$ cat src/include/pei_pkg.sv
// pei_pkg: shared constants of the event-interrupt and false-carrier block
// assumes: 16-bit management registers reached by serial frames on 5-bit
// register addresses, one clock domain
package pei_pkg;

  // ==========================================================================
  // register offsets
  localparam logic [4:0] PEI_OFS_IRQ_CFG = 5'h11;
  localparam logic [4:0] PEI_OFS_GRP_ONE = 5'h12;
  localparam logic [4:0] PEI_OFS_GRP_TWO = 5'h13;
  localparam logic [4:0] PEI_OFS_FC_CNT = 5'h14;

  // ==========================================================================
  // field layout
  localparam int PEI_CFG_OUT_EN_BIT = 0;
  localparam int PEI_CFG_EVT_EN_BIT = 1;
  localparam int PEI_G1_FC_HALF_BIT = 9;
  localparam int PEI_G1_FC_EN_BIT = 1;
  localparam int PEI_G2_FLAG_LSB = 8;
  localparam int PEI_G2_EN_LSB = 0;
  localparam int PEI_NUM_EVT = 8;

  // ==========================================================================
  // reset values and counter limits
  localparam logic [1:0] PEI_CFG_RST = 2'h0;
  localparam logic [7:0] PEI_FLAG_RST = 8'h00;
  localparam logic [7:0] PEI_EN_RST = 8'h00;
  localparam logic [7:0] PEI_FC_RST = 8'h00;
  localparam logic [7:0] PEI_FC_MAX = 8'hff;
  localparam logic [7:0] PEI_FC_HALF = 8'h7f;

  // ==========================================================================
  // serial management frame
  localparam logic [5:0] PEI_PRE_LEN = 6'h20;
  localparam logic [3:0] PEI_HDR_LEN = 4'he;
  localparam logic [3:0] PEI_DATA_LAST = 4'hf;
  localparam logic [1:0] PEI_ST_CODE = 2'h1;
  localparam logic [1:0] PEI_OP_RD = 2'h2;
  localparam logic [1:0] PEI_OP_WR = 2'h1;

  typedef enum logic [1:0] {
    PEI_S_IDLE = 2'b00,
    PEI_S_HDR = 2'b01,
    PEI_S_TA = 2'b11,
    PEI_S_DATA = 2'b10
  } pei_state_t;

endpackage

$ cat src/include/pei_mgmt_if.sv
// pei_mgmt_if: register access strobes between frame engine and core
// assumes: rd and wr are one-cycle pulses, rdata answers in the same cycle
`timescale 1ns/100ps
interface pei_mgmt_if;
  logic [4:0] addr;
  logic [15:0] wdata;
  logic wr;
  logic rd;
  logic [15:0] rdata;

  modport eng (output addr, output wdata, output wr, output rd,
               input rdata);
  modport core (input addr, input wdata, input wr, input rd,
                output rdata);
endinterface

$ cat src/rtl/pei_event_irq.sv
// pei_event_irq: second event-interrupt group, false-carrier counter and
// the shared interrupt / power-down pin
// assumes: event inputs are one-cycle pulses synchronous to mclk; the
// station manager reaches the registers through the serial frame engine
`timescale 1ns/100ps
module pei_event_irq
  import pei_pkg::*;
(
  input wire logic mclk,
  input wire logic srst,
  input wire logic [4:0] phy_addr,
  input wire logic mdc,
  input wire logic mdio_i,
  output logic mdio_o,
  output logic mdio_oe,
  input wire logic eee_error_evt,
  input wire logic an_error_evt,
  input wire logic page_rx_evt,
  input wire logic lb_fifo_evt,
  input wire logic mdix_state,
  input wire logic sleep_evt,
  input wire logic polarity_inv_evt,
  input wire logic wol_packet_evt,
  input wire logic jabber_evt,
  input wire logic false_carrier_evt,
  input wire logic irq_pin_i,
  output logic irq_pin_o,
  output logic irq_pin_oe,
  output logic powerdown_req
);
  import pei_pkg::*;

  pei_mgmt_if mgmt ();

  logic [7:0] flag_q, flag_d;
  logic [7:0] en_q, en_d;
  logic [1:0] cfg_q, cfg_d;
  logic [7:0] fc_q, fc_d;
  logic fc_half_q, fc_half_d;
  logic fc_half_en_q, fc_half_en_d;
  logic mdix_q, mdix_d;
  logic mdix_seen_q, mdix_seen_d;
  logic irq_n_q, irq_n_d;
  logic [7:0] evt;
  logic rd_two, rd_one, rd_fc;
  logic wr_two, wr_one, wr_cfg;
  logic fc_cross;
  logic pending;

  // ==========================================================================
  // register access
  pei_mdio_engine u_engine (
    .mclk(mclk),
    .srst(srst),
    .phy_addr(phy_addr),
    .mdc(mdc),
    .mdio_i(mdio_i),
    .mdio_o(mdio_o),
    .mdio_oe(mdio_oe),
    .bus(mgmt)
  );

  assign rd_two = mgmt.rd && mgmt.addr == PEI_OFS_GRP_TWO;
  assign rd_one = mgmt.rd && mgmt.addr == PEI_OFS_GRP_ONE;
  assign rd_fc = mgmt.rd && mgmt.addr == PEI_OFS_FC_CNT;
  assign wr_two = mgmt.wr && mgmt.addr == PEI_OFS_GRP_TWO;
  assign wr_one = mgmt.wr && mgmt.addr == PEI_OFS_GRP_ONE;
  assign wr_cfg = mgmt.wr && mgmt.addr == PEI_OFS_IRQ_CFG;

  // read data is taken before any clear-on-read takes effect
  always_comb
  begin
    mgmt.rdata = 16'h0000;
    unique case (mgmt.addr)
      PEI_OFS_GRP_TWO:
        mgmt.rdata = {flag_q, en_q};
      PEI_OFS_GRP_ONE:
      begin
        mgmt.rdata[PEI_G1_FC_HALF_BIT] = fc_half_q;
        mgmt.rdata[PEI_G1_FC_EN_BIT] = fc_half_en_q;
      end
      PEI_OFS_FC_CNT:
        mgmt.rdata = {8'h00, fc_q};
      PEI_OFS_IRQ_CFG:
        mgmt.rdata = {14'h0000, cfg_q};
      default:
        mgmt.rdata = 16'h0000;
    endcase
  end

  // ==========================================================================
  // event flags, one latch per bit
  // the crossover flag is derived from a level; the first sample after reset
  // only primes the history so reset itself is not seen as a change
  assign evt[7] = eee_error_evt;
  assign evt[6] = an_error_evt;
  assign evt[5] = page_rx_evt;
  assign evt[4] = lb_fifo_evt;
  assign evt[3] = mdix_seen_q && (mdix_state != mdix_q);
  assign evt[2] = sleep_evt;
  assign evt[1] = polarity_inv_evt | wol_packet_evt;
  assign evt[0] = jabber_evt;

  genvar gi;
  generate
    for (gi = 0; gi < PEI_NUM_EVT; gi++)
    begin : g_flag
      // an event in the cycle of the clearing read is kept
      assign flag_d[gi] = evt[gi] | (flag_q[gi] & ~rd_two);
      assign en_d[gi] = wr_two ? mgmt.wdata[PEI_G2_EN_LSB + gi] :
                        en_q[gi];
    end
  endgenerate

  always_comb
  begin
    mdix_d = mdix_state;
    mdix_seen_d = 1'b1;
    cfg_d = wr_cfg ? mgmt.wdata[1:0] : cfg_q;
    fc_half_en_d = wr_one ? mgmt.wdata[PEI_G1_FC_EN_BIT] : fc_half_en_q;
  end

  // ==========================================================================
  // false-carrier counter
  // a read clears the count; an event in the same cycle counts as one so
  // that it is not lost between two reads
  // a clearing read in the same cycle leaves a count of one, so no step
  // past half full happens then
  assign fc_cross = false_carrier_evt && fc_q == PEI_FC_HALF &&
                    !rd_fc;

  always_comb
  begin
    fc_d = fc_q;
    if (rd_fc)
      fc_d = false_carrier_evt ? 8'h01 : 8'h00;
    else if (false_carrier_evt && fc_q != PEI_FC_MAX)
      fc_d = fc_q + 8'h01;
    fc_half_d = fc_cross | (fc_half_q & ~rd_one);
  end

  // ==========================================================================
  // shared interrupt / power-down pin
  // the pin is driven both ways while it is an output, so no pull-up is
  // needed; as an input a low level requests power-down
  always_comb
  begin
    pending = |(flag_q & en_q) | (fc_half_q & fc_half_en_q);
    irq_n_d = ~(cfg_q[PEI_CFG_EVT_EN_BIT] & pending);
  end

  assign irq_pin_o = irq_n_q;
  assign irq_pin_oe = cfg_q[PEI_CFG_OUT_EN_BIT];
  assign powerdown_req = ~cfg_q[PEI_CFG_OUT_EN_BIT] & ~irq_pin_i;

  // ==========================================================================
  // state registers, one block per group of state
  always_ff @(posedge mclk)
  begin
    if (srst)
    begin
      flag_q <= PEI_FLAG_RST;
      en_q <= PEI_EN_RST;
      mdix_q <= 1'b0;
      mdix_seen_q <= 1'b0;
    end
    else
    begin
      flag_q <= flag_d;
      en_q <= en_d;
      mdix_q <= mdix_d;
      mdix_seen_q <= mdix_seen_d;
    end
  end

  // config and the half-full enable change only by register writes
  always_ff @(posedge mclk)
  begin
    if (srst)
    begin
      cfg_q <= PEI_CFG_RST;
      fc_half_en_q <= 1'b0;
    end
    else
    begin
      cfg_q <= cfg_d;
      fc_half_en_q <= fc_half_en_d;
    end
  end

  always_ff @(posedge mclk)
  begin
    if (srst)
    begin
      fc_q <= PEI_FC_RST;
      fc_half_q <= 1'b0;
    end
    else
    begin
      fc_q <= fc_d;
      fc_half_q <= fc_half_d;
    end
  end

  // the pin value is registered so a glitch in the event logic never
  // reaches the board
  always_ff @(posedge mclk)
  begin
    if (srst)
      irq_n_q <= 1'b1;
    else
      irq_n_q <= irq_n_d;
  end

endmodule // pei_event_irq

$ cat src/rtl/pei_mdio_engine.sv
// pei_mdio_engine: serial management frame slave
// assumes: mdc and mdio are sampled as synchronous inputs of mclk, and mdc
// is much slower than mclk
`timescale 1ns/100ps
module pei_mdio_engine
  import pei_pkg::*;
(
  input wire logic mclk,
  input wire logic srst,
  input wire logic [4:0] phy_addr,
  input wire logic mdc,
  input wire logic mdio_i,
  output logic mdio_o,
  output logic mdio_oe,
  pei_mgmt_if.eng bus
);
  import pei_pkg::*;

  pei_state_t state_q, state_d;
  logic mdc_q, mdc_d;
  logic [5:0] pre_q, pre_d;
  logic [3:0] cnt_q, cnt_d;
  logic [15:0] sh_q, sh_d;
  logic [13:0] hdr_q, hdr_d;
  logic rd_frame_q, rd_frame_d;
  logic mine_q, mine_d;
  logic o_q, o_d;
  logic oe_q, oe_d;
  logic rise;
  logic [13:0] hdr_nx;

  assign rise = mdc & ~mdc_q;
  assign hdr_nx = {hdr_q[12:0], mdio_i};
  // the read strobe fires while the last address bit is still being
  // shifted in, so the address is taken from the incoming header then
  assign bus.addr = (state_q == PEI_S_HDR) ? hdr_nx[4:0] : hdr_q[4:0];
  assign bus.wdata = sh_q;
  assign mdio_o = o_q;
  assign mdio_oe = oe_q;

  // ==========================================================================
  // frame sequencing
  always_comb
  begin
    state_d = state_q;
    mdc_d = mdc;
    pre_d = pre_q;
    cnt_d = cnt_q;
    sh_d = sh_q;
    hdr_d = hdr_q;
    rd_frame_d = rd_frame_q;
    mine_d = mine_q;
    o_d = o_q;
    oe_d = oe_q;
    bus.rd = 1'b0;
    bus.wr = 1'b0;
    if (rise)
    begin
      unique case (state_q)
        PEI_S_IDLE:
        begin
          if (mdio_i)
          begin
            if (pre_q != PEI_PRE_LEN)
              pre_d = pre_q + 6'h01;
          end
          else if (pre_q == PEI_PRE_LEN)
          begin
            state_d = PEI_S_HDR;
            hdr_d = hdr_nx;
            cnt_d = 4'h1;
          end
          else
            pre_d = 6'h00;
        end
        PEI_S_HDR:
        begin
          hdr_d = hdr_nx;
          cnt_d = cnt_q + 4'h1;
          if (cnt_q + 4'h1 == PEI_HDR_LEN)
          begin
            // a frame for another phy is walked through silently
            state_d = PEI_S_TA;
            cnt_d = 4'h0;
            mine_d = hdr_nx[13:12] == PEI_ST_CODE &&
                     hdr_nx[9:5] == phy_addr;
            rd_frame_d = hdr_nx[11:10] == PEI_OP_RD;
            if (mine_d && rd_frame_d)
            begin
              bus.rd = 1'b1;
              sh_d = bus.rdata;
            end
          end
        end
        PEI_S_TA:
        begin
          cnt_d = 4'h1;
          if (cnt_q != 4'h0)
          begin
            state_d = PEI_S_DATA;
            cnt_d = 4'h0;
            if (mine_q && rd_frame_q)
            begin
              o_d = sh_q[15];
              sh_d = {sh_q[14:0], 1'b0};
            end
          end
          else if (mine_q && rd_frame_q)
          begin
            oe_d = 1'b1;
            o_d = 1'b0;
          end
        end
        PEI_S_DATA:
        begin
          cnt_d = cnt_q + 4'h1;
          if (rd_frame_q)
          begin
            o_d = sh_q[15];
            sh_d = {sh_q[14:0], 1'b0};
          end
          else
            sh_d = {sh_q[14:0], mdio_i};
          if (cnt_q == PEI_DATA_LAST)
          begin
            state_d = PEI_S_IDLE;
            pre_d = 6'h00;
            oe_d = 1'b0;
            o_d = 1'b0;
          end
        end
      endcase
    end
    // write lands one cycle after the last data bit is shifted in
    if (state_q == PEI_S_IDLE && state_d == PEI_S_IDLE && mine_q &&
        hdr_q[11:10] == PEI_OP_WR && !rd_frame_q)
    begin
      bus.wr = 1'b1;
      mine_d = 1'b0;
    end
  end

  always_ff @(posedge mclk)
  begin
    if (srst)
    begin
      state_q <= PEI_S_IDLE;
      mdc_q <= 1'b0;
      pre_q <= 6'h00;
      cnt_q <= 4'h0;
      sh_q <= 16'h0000;
      hdr_q <= 14'h0000;
      rd_frame_q <= 1'b0;
      mine_q <= 1'b0;
      o_q <= 1'b0;
      oe_q <= 1'b0;
    end
    else
    begin
      state_q <= state_d;
      mdc_q <= mdc_d;
      pre_q <= pre_d;
      cnt_q <= cnt_d;
      sh_q <= sh_d;
      hdr_q <= hdr_d;
      rd_frame_q <= rd_frame_d;
      mine_q <= (state_q == PEI_S_HDR) ? mine_d :
                ((state_q == PEI_S_IDLE && state_d == PEI_S_HDR) ? 1'b0 :
                mine_d);
      o_q <= o_d;
      oe_q <= oe_d;
    end
  end

endmodule // pei_mdio_engine

$ cat config.mk
export PLATFORM = sky130hd
export DESIGN_NAME = pei_event_irq
export DESIGN_NICKNAME = d
export VERILOG_FILES = /design/src/include/pei_pkg.sv /design/src/include/pei_mgmt_if.sv /design/src/rtl/pei_event_irq.sv /design/src/rtl/pei_mdio_engine.sv
export SDC_FILE = /design/constraint.sdc
export NUM_CORES = 1
export LEC_CHECK = 0
export ABC_AREA = 0
export BUFFER_PORTS_ARGS = -buffer_cell sky130_fd_sc_hd__buf_4
export CAP_MARGIN = 0
export CORE_ASPECT_RATIO = 1.75
export CORE_MARGIN = 3
export CORE_UTILIZATION = 50
export CTS_BUF_LIST = sky130_fd_sc_hd__clkbuf_8 sky130_fd_sc_hd__clkbuf_16
export CTS_CLUSTER_DIAMETER = 80
export DETAILED_ROUTE_END_ITERATION = 8
export PLACE_DENSITY = 0.71
export SLEW_MARGIN = 0
export SYNTH_ARGS = -nofsm -noshare
export SYNTH_HDL_FRONTEND = slang
export SYNTH_SLANG_ARGS = --single-unit
$ cat constraint.sdc
create_clock -name mclk -period 2.5 [get_ports mclk]
set_input_delay 0.375 -clock mclk [delete_from_list [all_inputs] [get_ports mclk]]
set_output_delay 0.375 -clock mclk [all_outputs]
set_load 0.01 [all_outputs]
# Word-level counts from Yosys, hierarchy flattened
# Cells that the tools add are included.
[classes] div=0 n_reduce_logical=36 shifts=0 n_bitwise=31 muxes=57 eq_ne=30 order_cmp=0 n_addsub=3 n_mul=0
[ops] op="2-to-1 mux 16 bit" n=4
[ops] op="case mux 16 bit (3 select lines)" n=1
[ops] op="2-to-1 mux 6 bit" n=5
[ops] op="2-to-1 mux 13 bit" n=2
[ops] op="case mux 13 bit (2 select lines)" n=1
[ops] op="2-to-1 mux 1 bit" n=23
[ops] op="equality test 5 bit (second input constant)" n=4
[ops] op="logical AND 1 bit" n=18
[ops] op="2-to-1 mux 8 bit" n=2
[ops] op="case mux 4 bit (4 select lines)" n=1
[ops] op="case mux 7 bit (2 select lines)" n=1
[ops] op="bitwise AND 1 bit" n=13
[ops] op="2-to-1 mux 2 bit" n=6
[ops] op="2-to-1 mux 4 bit" n=3
[ops] op="case mux 6 bit (2 select lines)" n=1
[ops] op="bitwise OR 1 bit" n=11
[ops] op="AND reduction 5 bit" n=2
[ops] op="adder 8 x 1 -> 8 bit (second input constant)" n=1
[ops] op="bitwise AND 8 bit" n=1
[ops] op="equality test 2 x 1 -> 1 bit (second input constant)" n=4
[ops] op="equality test 4 bit (second input constant)" n=2
[ops] op="equality test 8 x 7 -> 1 bit (second input constant)" n=1
[ops] op="!= test 2 x 1 -> 1 bit (second input constant)" n=4
[ops] op="!= test 2 bit (second input constant)" n=4
[ops] op="26 further kinds" n=42
[word_totals] regBits=77 rom_bits=0 output_inout_bits=5 latch_bits=0 ramBits=0 mem_count=0 inputBits=20

# Depth between registers and ports, before layout
# Gate-level depths: netlist of the first run.
[logic_depth] depth_word=13 mapped_depth=9 mapped_depth_nobuf=8

# By module
# From an unflattened synthesis of the first run, not the netlist that was laid out.
[unflattened] hier_cells=458 hier_area_um2=4165.2
[by_module_without_submodules] mod="pei_mdio_engine" area_per_inst_um2=2546.2 cells_per_inst=271 n_inst=1
[by_module_without_submodules] mod="pei_event_irq" area_per_inst_um2=1619.1 cells_per_inst=187 n_inst=1

# Least setup slack after synthesis of the first run
# Ideal clock, no wire load.
[synth_path] path_type="flip-flop to flip-flop" from="reg u_engine.cnt_q[0]" to="reg u_engine.sh_q[6], in the netlist u_engine.bus.wdata[6]" setup_time_ps=70 slack_ps=527 path_stages_with_launch=8 arrival_ps=1902 path_cell_list="dfxtp_1 ha_1 nor2b_1 a21oi_1 o21ai_2 a32oi_1 or4_1 a21oi_1"
[synth_between] elab_chain_len=4
[synth_lines] item="start: declaration" line="pei_mdio_engine.sv:22" text="logic [3:0] cnt_q, cnt_d;"
[synth_lines] item="start signal: assignment" line="pei_mdio_engine.sv:163" text="cnt_q <= cnt_d;"
[synth_lines] item="adder 4 x 1 -> 4 bit" line="pei_mdio_engine.sv:80" text="if (cnt_q + 4'h1 == PEI_HDR_LEN)"
[synth_lines] item="equality test 4 bit" line="pei_mdio_engine.sv:80"
[synth_lines] item="!= test 2 bit (no source line)"
[synth_lines] item="AND reduction 6 bit (no source line) *"
[synth_lines] item="end signal: assignment" line="pei_mdio_engine.sv:151" text="sh_q <= 16'h0000;"
[synth_lines] item="end signal: assignment" line="pei_mdio_engine.sv:164" text="sh_q <= sh_d;"
[synth_lines] item="end: declaration" line="pei_mdio_engine.sv:23" text="logic [15:0] sh_q, sh_d;"
# Every way passes the cells marked *; elsewhere a longest branch is shown, timed or not.
# A chain may end at the register's enable or synchronous reset.

# Worst setup path after layout of the first run
[layout_path] from="reg u_engine.state_q[0]" to="reg en_q[5]"
[layout_between] elab_chain_len=11
[layout_lines] item="start: declaration" line="pei_mdio_engine.sv:19" text="pei_state_t state_q, state_d;"
[layout_lines] item="start signal: assignment" line="pei_mdio_engine.sv:160" text="state_q <= state_d;"
[layout_lines] item="2-to-1 mux 2 bit" line="pei_mdio_engine.sv:67" text="else if (pre_q == PEI_PRE_LEN)"
[layout_lines] item="2-to-1 mux 2 bit" line="pei_mdio_engine.sv:62" text="if (mdio_i)"
[layout_lines] item="case mux 2 bit (4 select lines)" line="pei_mdio_engine.sv:59" text="unique case (state_q)"
[layout_lines] item="2-to-1 mux 2 bit" line="pei_mdio_engine.sv:57" text="if (rise)"
[layout_lines] item="zero test 2 bit" line="pei_mdio_engine.sv:135" text="if (state_q == PEI_S_IDLE && state_d == PEI_S_IDLE && mine_q &&"
[layout_lines] item="logical AND 1 bit (3 in a row)" line="pei_mdio_engine.sv:135"
[layout_lines] item="logical AND 1 bit" line="pei_mdio_engine.sv:136" text="hdr_q[11:10] == PEI_OP_WR && !rd_frame_q)"
[layout_lines] item="2-to-1 mux 1 bit" line="pei_mdio_engine.sv:135"
[layout_lines] item="logical AND 1 bit *" line="pei_event_irq.sv:66" text="assign wr_two = mgmt.wr && mgmt.addr == PEI_OFS_GRP_TWO;"
[layout_lines] item="end signal: assignment" line="pei_event_irq.sv:170" text="en_q <= en_d;"
[layout_lines] item="end: declaration" line="pei_event_irq.sv:36" text="logic [7:0] en_q, en_d;"
# Marked as above.

==> results_dict.tcl, run 1 <==
set metrics [dict create \
    status "complete, no violations" \
    synth.area.top_cells "dfxtp_1 (40%), mux2i_1 (6.2%), nor2_1 (5.3%)" \
    ys.flop_type "dfxtp_1" \
    placed_area_mm2 0.00419 \
    ios 25 \
    slew_viol_final 0 \
    worstSkewPairLatency_ps 340 \
    hold_path.class "input pin to flip-flop" \
    worstPathMaxFanout 14 \
    pre_cts_slack_ps 158 \
    worst_setup_path_start_kind "flip-flop" \
    synth_common_cells "dfxtp_1 (77), nor2_1 (55), a21oi_1 (39), nand2_1 (39), mux2i_1 (24)" \
    nets 501 \
    path_delay_family "simple AND/OR/NAND/NOR gates" \
    synth_top_area_share_pct 39.7 \
    hold_end "flag_q[5]$_SDFF_PP0_" \
    crit_path_frequent_cell "nor2_1" \
    num_rows 41 \
    drive_above_1_share_pct 14.2 \
    grt.total_usage_pct 22.9 \
    netlist_instances 449 \
    power_per_cell_area_mw_per_mm2 589 \
    wl_mm 9.34 \
    synth.net_count 475 \
    multi_input_area_mm2 0.00216 \
    synth-seq-cells 77 \
    ys_seq_area_share_pct 39.7 \
    syn_avg_cell_area_um2 8.65 \
    portBuffers 24 \
    first_iter_violations 217 \
    ir_drop_mv 0.384 \
    synth_edf_count 0 \
    regToRegSetupSlack_ps 220 \
    die-area_mm2 0.00890 \
    postLayoutCellArea_mm2 0.00447 \
    reg2regPathDepth 7 \
    max-slew-margin-rel_pct 48.1 \
    setup_viol 0 \
    grt_pass1_vias 3248 \
    cpPeakStageDelay_ps 630 \
    critical_path_buf_inv_count 1 \
    layout_setup_ws_ps 217 \
    route.detailed.wl_per_inst_um 16.5 \
    synth_area_leader_cell "dfxtp_1" \
    crit_path_cell_trace "buf_4, nor2_1, nand4_1, a21oi_1, nand2_2, mux2i_1, nor2_1" \
    drv_cap 0 \
    dpl.hpwl_mm 6.81 \
    cts_setup_buffers 0 \
    seq_area_mm2 0.00154 \
    hold_viol_final 0 \
    clkTransAtPathRegs_ps 60 \
    synthArstFlopShare_pct 0 \
    via_count 3344 \
    clock_sinks 77 \
    ant_nets 0 \
    grt_pass1_wl_mm 15.7 \
    root_buffer "clkbuf_16" \
    antenna_found_initial 0 \
    start_util_pct 52.6 \
    endpoint_kind "flip-flop" \
    syn2layout_area_growth_pct 15.1 \
    p_total_mw 2.63 \
    grt_max_degree 45 \
    utilization_pct 60.5 \
    crit_slowest_cell "a21oi_1" \
    antennaDiodeCount 0 \
    clock_path_buffers 2 \
    place_congestion 0.913 \
    vias_per_cell 5.91 \
    rsz0062_at_grt "false" \
    cts_buffers 9 \
    r2r-start "u_engine.state_q[0]$_SDFF_PP0_" \
    synth_area_mm2 0.00388 \
    htreeDepth 3 \
    min_period_ps 2280 \
    overflow 0 \
    holdBufCountCts 0 \
    route.detailed.drc 0 \
    r2r-end "en_q[5]$_SDFFE_PP0P_" \
    core_mm2 0.00739 \
    finalSetupTns_ps 0 \
    die_w_um 72.6 \
    p_leak_nw 1.63 \
    filler_cell_count 667 \
    worst_slew_pin_slew_ps 778 \
    cp.arrival_ps 2500 \
    hp-start "page_rx_evt" \
    fp.dieH_um 123 \
    drt_pass1_iterations 5 \
    period_share_pct 91.3 \
    synth_most_common_cell "dfxtp_1" \
    setup.worst_path.class "flip-flop to flip-flop" \
    critPathRequiredTime_ps 2710 \
    netlist-cell-type-count 68 \
    synth_warnings 0 \
    tritoncts "done" \
    clock-skew-final_ps 6.72 \
    min_path_cells 3 \
    max_freq_ghz 0.438 \
]
==> layer usage <==
layer  share of wire, %  GRT usage, %  vias up
met2                 53          38.6       62
met5                  0             0        -
met4                3.3          12.6        0
li1                   -             -     1685
met3                2.9          3.93       21
met1                 41          27.0     1576
==> stage by stage <==
stage,hold slack [ps],std cells
floorplan,381,449
global placement,438,550
detailed placement,446,550
CTS,238,566
global route,254,566
finish,239,566
==> report_power, final <==
part	leakage [nW]	internal [mW]	switching (mW)	total [mW]
registers	0.624	1.25	0.0230	1.27
logic	0.852	0.0722	0.101	0.173
clock network	0.151	0.709	0.479	1.19
==> worst max path at each step <==
stage	startpoint	to	depth (start not counted)
5_1_grt	u_engine.cnt_q[0]$_SDFFE_PP0P_	u_engine.bus.wdata[6]$_SDFFE_PP0P_	7
6_report	u_engine.state_q[0]$_SDFF_PP0_	en_q[5]$_SDFFE_PP0P_	7
3_5_place_dp	u_engine.cnt_q[0]$_SDFFE_PP0P_	u_engine.bus.wdata[6]$_SDFFE_PP0P_	7
4_1_cts	u_engine.cnt_q[0]$_SDFFE_PP0P_	u_engine.bus.wdata[6]$_SDFFE_PP0P_	7
2_1_floorplan	u_engine.cnt_q[0]$_SDFFE_PP0P_	u_engine.bus.wdata[6]$_SDFFE_PP0P_	7
3_3_place_gp	u_engine.cnt_q[0]$_SDFFE_PP0P_	u_engine.bus.wdata[6]$_SDFFE_PP0P_	7
==> kinds of logic after synthesis <==
logic type | count (synthesis) | share of synthesized area, %
multiplexers | 25 | 6.48
adder cells (fa/ha/maj) | 6 | 1.93
AND/OR/NAND/NOR | 168 | 22.0
flip-flops | 77 | 39.7
XOR/XNOR | 17 | 3.84
buffers and inverters | 44 | 4.93
AO/OA/AOI/OAI | 112 | 21.1
==> flip-flops by register name, indices dropped and copies added, names as in the netlist, 2 cells and up <==
register / count
en_q: 8
u_engine.cnt_q: 4
flag_q: 8
u_engine.state_q: 2
u_engine.pre_q: 6
fc_q: 8
u_engine.bus.wdata: 16
cfg_q: 2
u_engine.hdr_q: 13
==> worst min-delay path: cells and delay by family <==
family	cells	cell delay, ps
AO/OA/AOI/OAI	1	30
buffers and inverters	1	70
AND/OR/NAND/NOR	1	70
==> cells in the final DEF (no fill, tap or decap), types with 13 or more instances in the layout <==
master   count
nand2_1     39
mux2i_1     24
nor2_1      55
inv_1       22
nand3_1     20
buf_4       39
a21oi_1     39
o21ai_0     13
dfxtp_1     77
xnor2_1     15
==> final cells by class <==
cell class              instances  share of cell area, %
inverters                      19                   1.60
repair buffers                 40                   7.00
multi-input cells             328                   48.4
clock inverters                 5                  0.448
well taps                      86                   2.41
clock buffers                  11                   5.65
flip-flops and latches         77                   34.5
==> timing repair <==
item | 4_1_cts | 5_1_grt
endpoints found under the hold margin | 0 | 0
setup endpoints to repair | 0 | 10
gates resized for setup | 0 | 2
Power figures use the tool's default switching activity.
==> run 2, diff against run 1 <==
--- a/config.mk
+++ b/config.mk
@@ -15,6 +15,7 @@
 export CTS_CLUSTER_DIAMETER = 80
 export DETAILED_ROUTE_END_ITERATION = 8
 export PLACE_DENSITY = 0.71
+export RECOVER_POWER = 25
 export SLEW_MARGIN = 0
 export SYNTH_ARGS = -nofsm -noshare
 export SYNTH_HDL_FRONTEND = slang
==> run 2 against run 1 <==
Net effect:
- sequential share of layout area grew 0.39 points
- first-iteration DRC count grew 9.2%
- critical path depth is the same
- sequential power is essentially flat
- worst setup slack lost 29 ps
- critical path type unchanged
- critical endpoint is now u_engine.hdr_q[9]$_SDFFE_PP0P_
- count of clock-buffer cells in the layout is the same
- via count grew 0.36%
- die area is the same
- largest power group unchanged
- hold slack is essentially flat
- fmax shrank 1.2%
- wire length grew 0.11%
==> results_dict.tcl, run 2 (synthesis gave the netlist of run 1 again) <==
set metrics [dict create \
    status "complete, no violations" \
    ir_drop_mv 0.383 \
    crit_start "u_engine.pre_q[2]$_SDFFE_PP0P_" \
    cts.repair.resized 0 \
    final_cell_mix "dfxtp_1 (77), nor2_1 (55), nand2_1 (39), a21oi_1 (39), buf_4 (30)" \
    core_mm2 0.00739 \
    finalSetupTns_ps 0 \
    grt_pass1_wl_mm 15.7 \
    worst_slew_pin_slew_ps 842 \
    rsz0062_at_grt "false" \
    utilization_pct 59.8 \
    drv_cap 0 \
    whs_ps 240 \
    ios 25 \
    setup.worst_path.class "flip-flop to flip-flop" \
    hold_viol_final 0 \
    largest_reg_flops 16 \
    drive_above_1_share_pct 12.1 \
    endpoint "u_engine.hdr_q[9]$_SDFFE_PP0P_" \
    slew_viol_final 0 \
    num_rows 41 \
    max_freq_ghz 0.433 \
    numPlacedInstances 550 \
    syn2layout_area_growth_pct 13.9 \
    start_util_pct 52.6 \
    max-slew-margin-rel_pct 43.9 \
    p_total_mw 2.62 \
    die-area_mm2 0.00890 \
    via_count 3356 \
    die_w_um 72.6 \
    multi_input_area_mm2 0.00215 \
    clkTransAtPathRegs_ps 60 \
    worstPathMaxFanout 12 \
    root_buffer "clkbuf_16" \
    route.detailed.drc 0 \
    vias_per_cell 5.93 \
    antenna_found_initial 0 \
    r2r-start "u_engine.pre_q[2]$_SDFFE_PP0P_" \
    cts_buffers 9 \
    period_share_pct 92.5 \
    critPathRequiredTime_ps 2700 \
    clock-skew-final_ps 6.71 \
    cts_setup_buffers 0 \
    first_iter_violations 237 \
    grt_max_degree 45 \
    hold_path.class "input pin to flip-flop" \
    tritoncts "done" \
    p_leak_nw 1.59 \
    antennaDiodeCount 0 \
    r2r-end "u_engine.hdr_q[9]$_SDFFE_PP0P_" \
    nets 501 \
    reg2regPathDepth 7 \
    clock_sinks 77 \
    min_period_ps 2310 \
    grt_pass1_vias 3248 \
    worstSkewPairLatency_ps 340 \
    holdBufCountCts 0 \
    worst_setup_path_start_kind "flip-flop" \
    filler_cell_count 686 \
    wl_mm 9.35 \
    grt.total_usage_pct 22.9 \
    seq_area_mm2 0.00154 \
    htreeDepth 3 \
    route.detailed.wl_per_inst_um 16.5 \
    endpoint_kind "flip-flop" \
    cp.arrival_ps 2510 \
    portBuffers 24 \
    power_per_cell_area_mw_per_mm2 594 \
    place_congestion 0.913 \
    regToRegSetupSlack_ps 190 \
    fp.dieH_um 123 \
    drt_pass1_iterations 5 \
    overflow 0 \
    dpl.hpwl_mm 6.81 \
    stdcell_count 566 \
    setup_viol 0 \
    final_common_cell "dfxtp_1" \
    ant_nets 0 \
    clock_path_buffers 2 \
]
==> run 2: layout make-up <==
type                    instances  area share [%]
inverters                      19            1.61
well taps                      86            2.43
clock inverters                 5           0.453
flip-flops and latches         77            34.9
repair buffers                 40            6.34
multi-input cells             328            48.6
clock buffers                  11            5.72
==> run 2: report_power, final <==
part / internal (mW) / switching, mW / total (mW)
Combinational: 0.0685 / 0.0992 / 0.168
Clock: 0.709 / 0.477 / 1.19
Sequential: 1.25 / 0.0233 / 1.27
Total: 2.03 / 0.599 / 2.62
==> run 2: how the worst min path moves through the flow <==
stage	startpoint	to	cells after the start
global placement	cfg_q[1]$_SDFFE_PP0P_	irq_pin_o$_SDFF_PP1_	1
detailed placement	cfg_q[1]$_SDFFE_PP0P_	irq_pin_o$_SDFF_PP1_	1
CTS	sleep_evt	flag_q[2]$_SDFF_PP0_	3
finish	page_rx_evt	flag_q[5]$_SDFF_PP0_	3
floorplan	cfg_q[1]$_SDFFE_PP0P_	irq_pin_o$_SDFF_PP1_	1
global route	eee_error_evt	flag_q[7]$_SDFF_PP0_	3
==> run 2: worst max-delay path: stages, from the launching register on <==
cell	delay (ps)
dfxtp_1	340
or4b_1	580
nor3_1	310
nor2_1	120
nor3_4	140
clkbuf_2	390
mux2i_1	230
nor2_1	60
==> run 2: through the flow <==
stage               worst slack [ps]  area (um^2)
detailed placement               158         4190
global route                    38.3         4420
global placement                 184         4190
floorplan                        527         3880
CTS                              153         4460
finish                           189         4420
==> run 2: routing by layer <==
layer	vias to the layer above	wire length [um]	GRT usage (%)
li1	1686	-	-
met1	1599	3820	27.0
met2	50	4950	38.6
met3	21	276	3.93
met4	0	306	12.6
met5	-	0	0
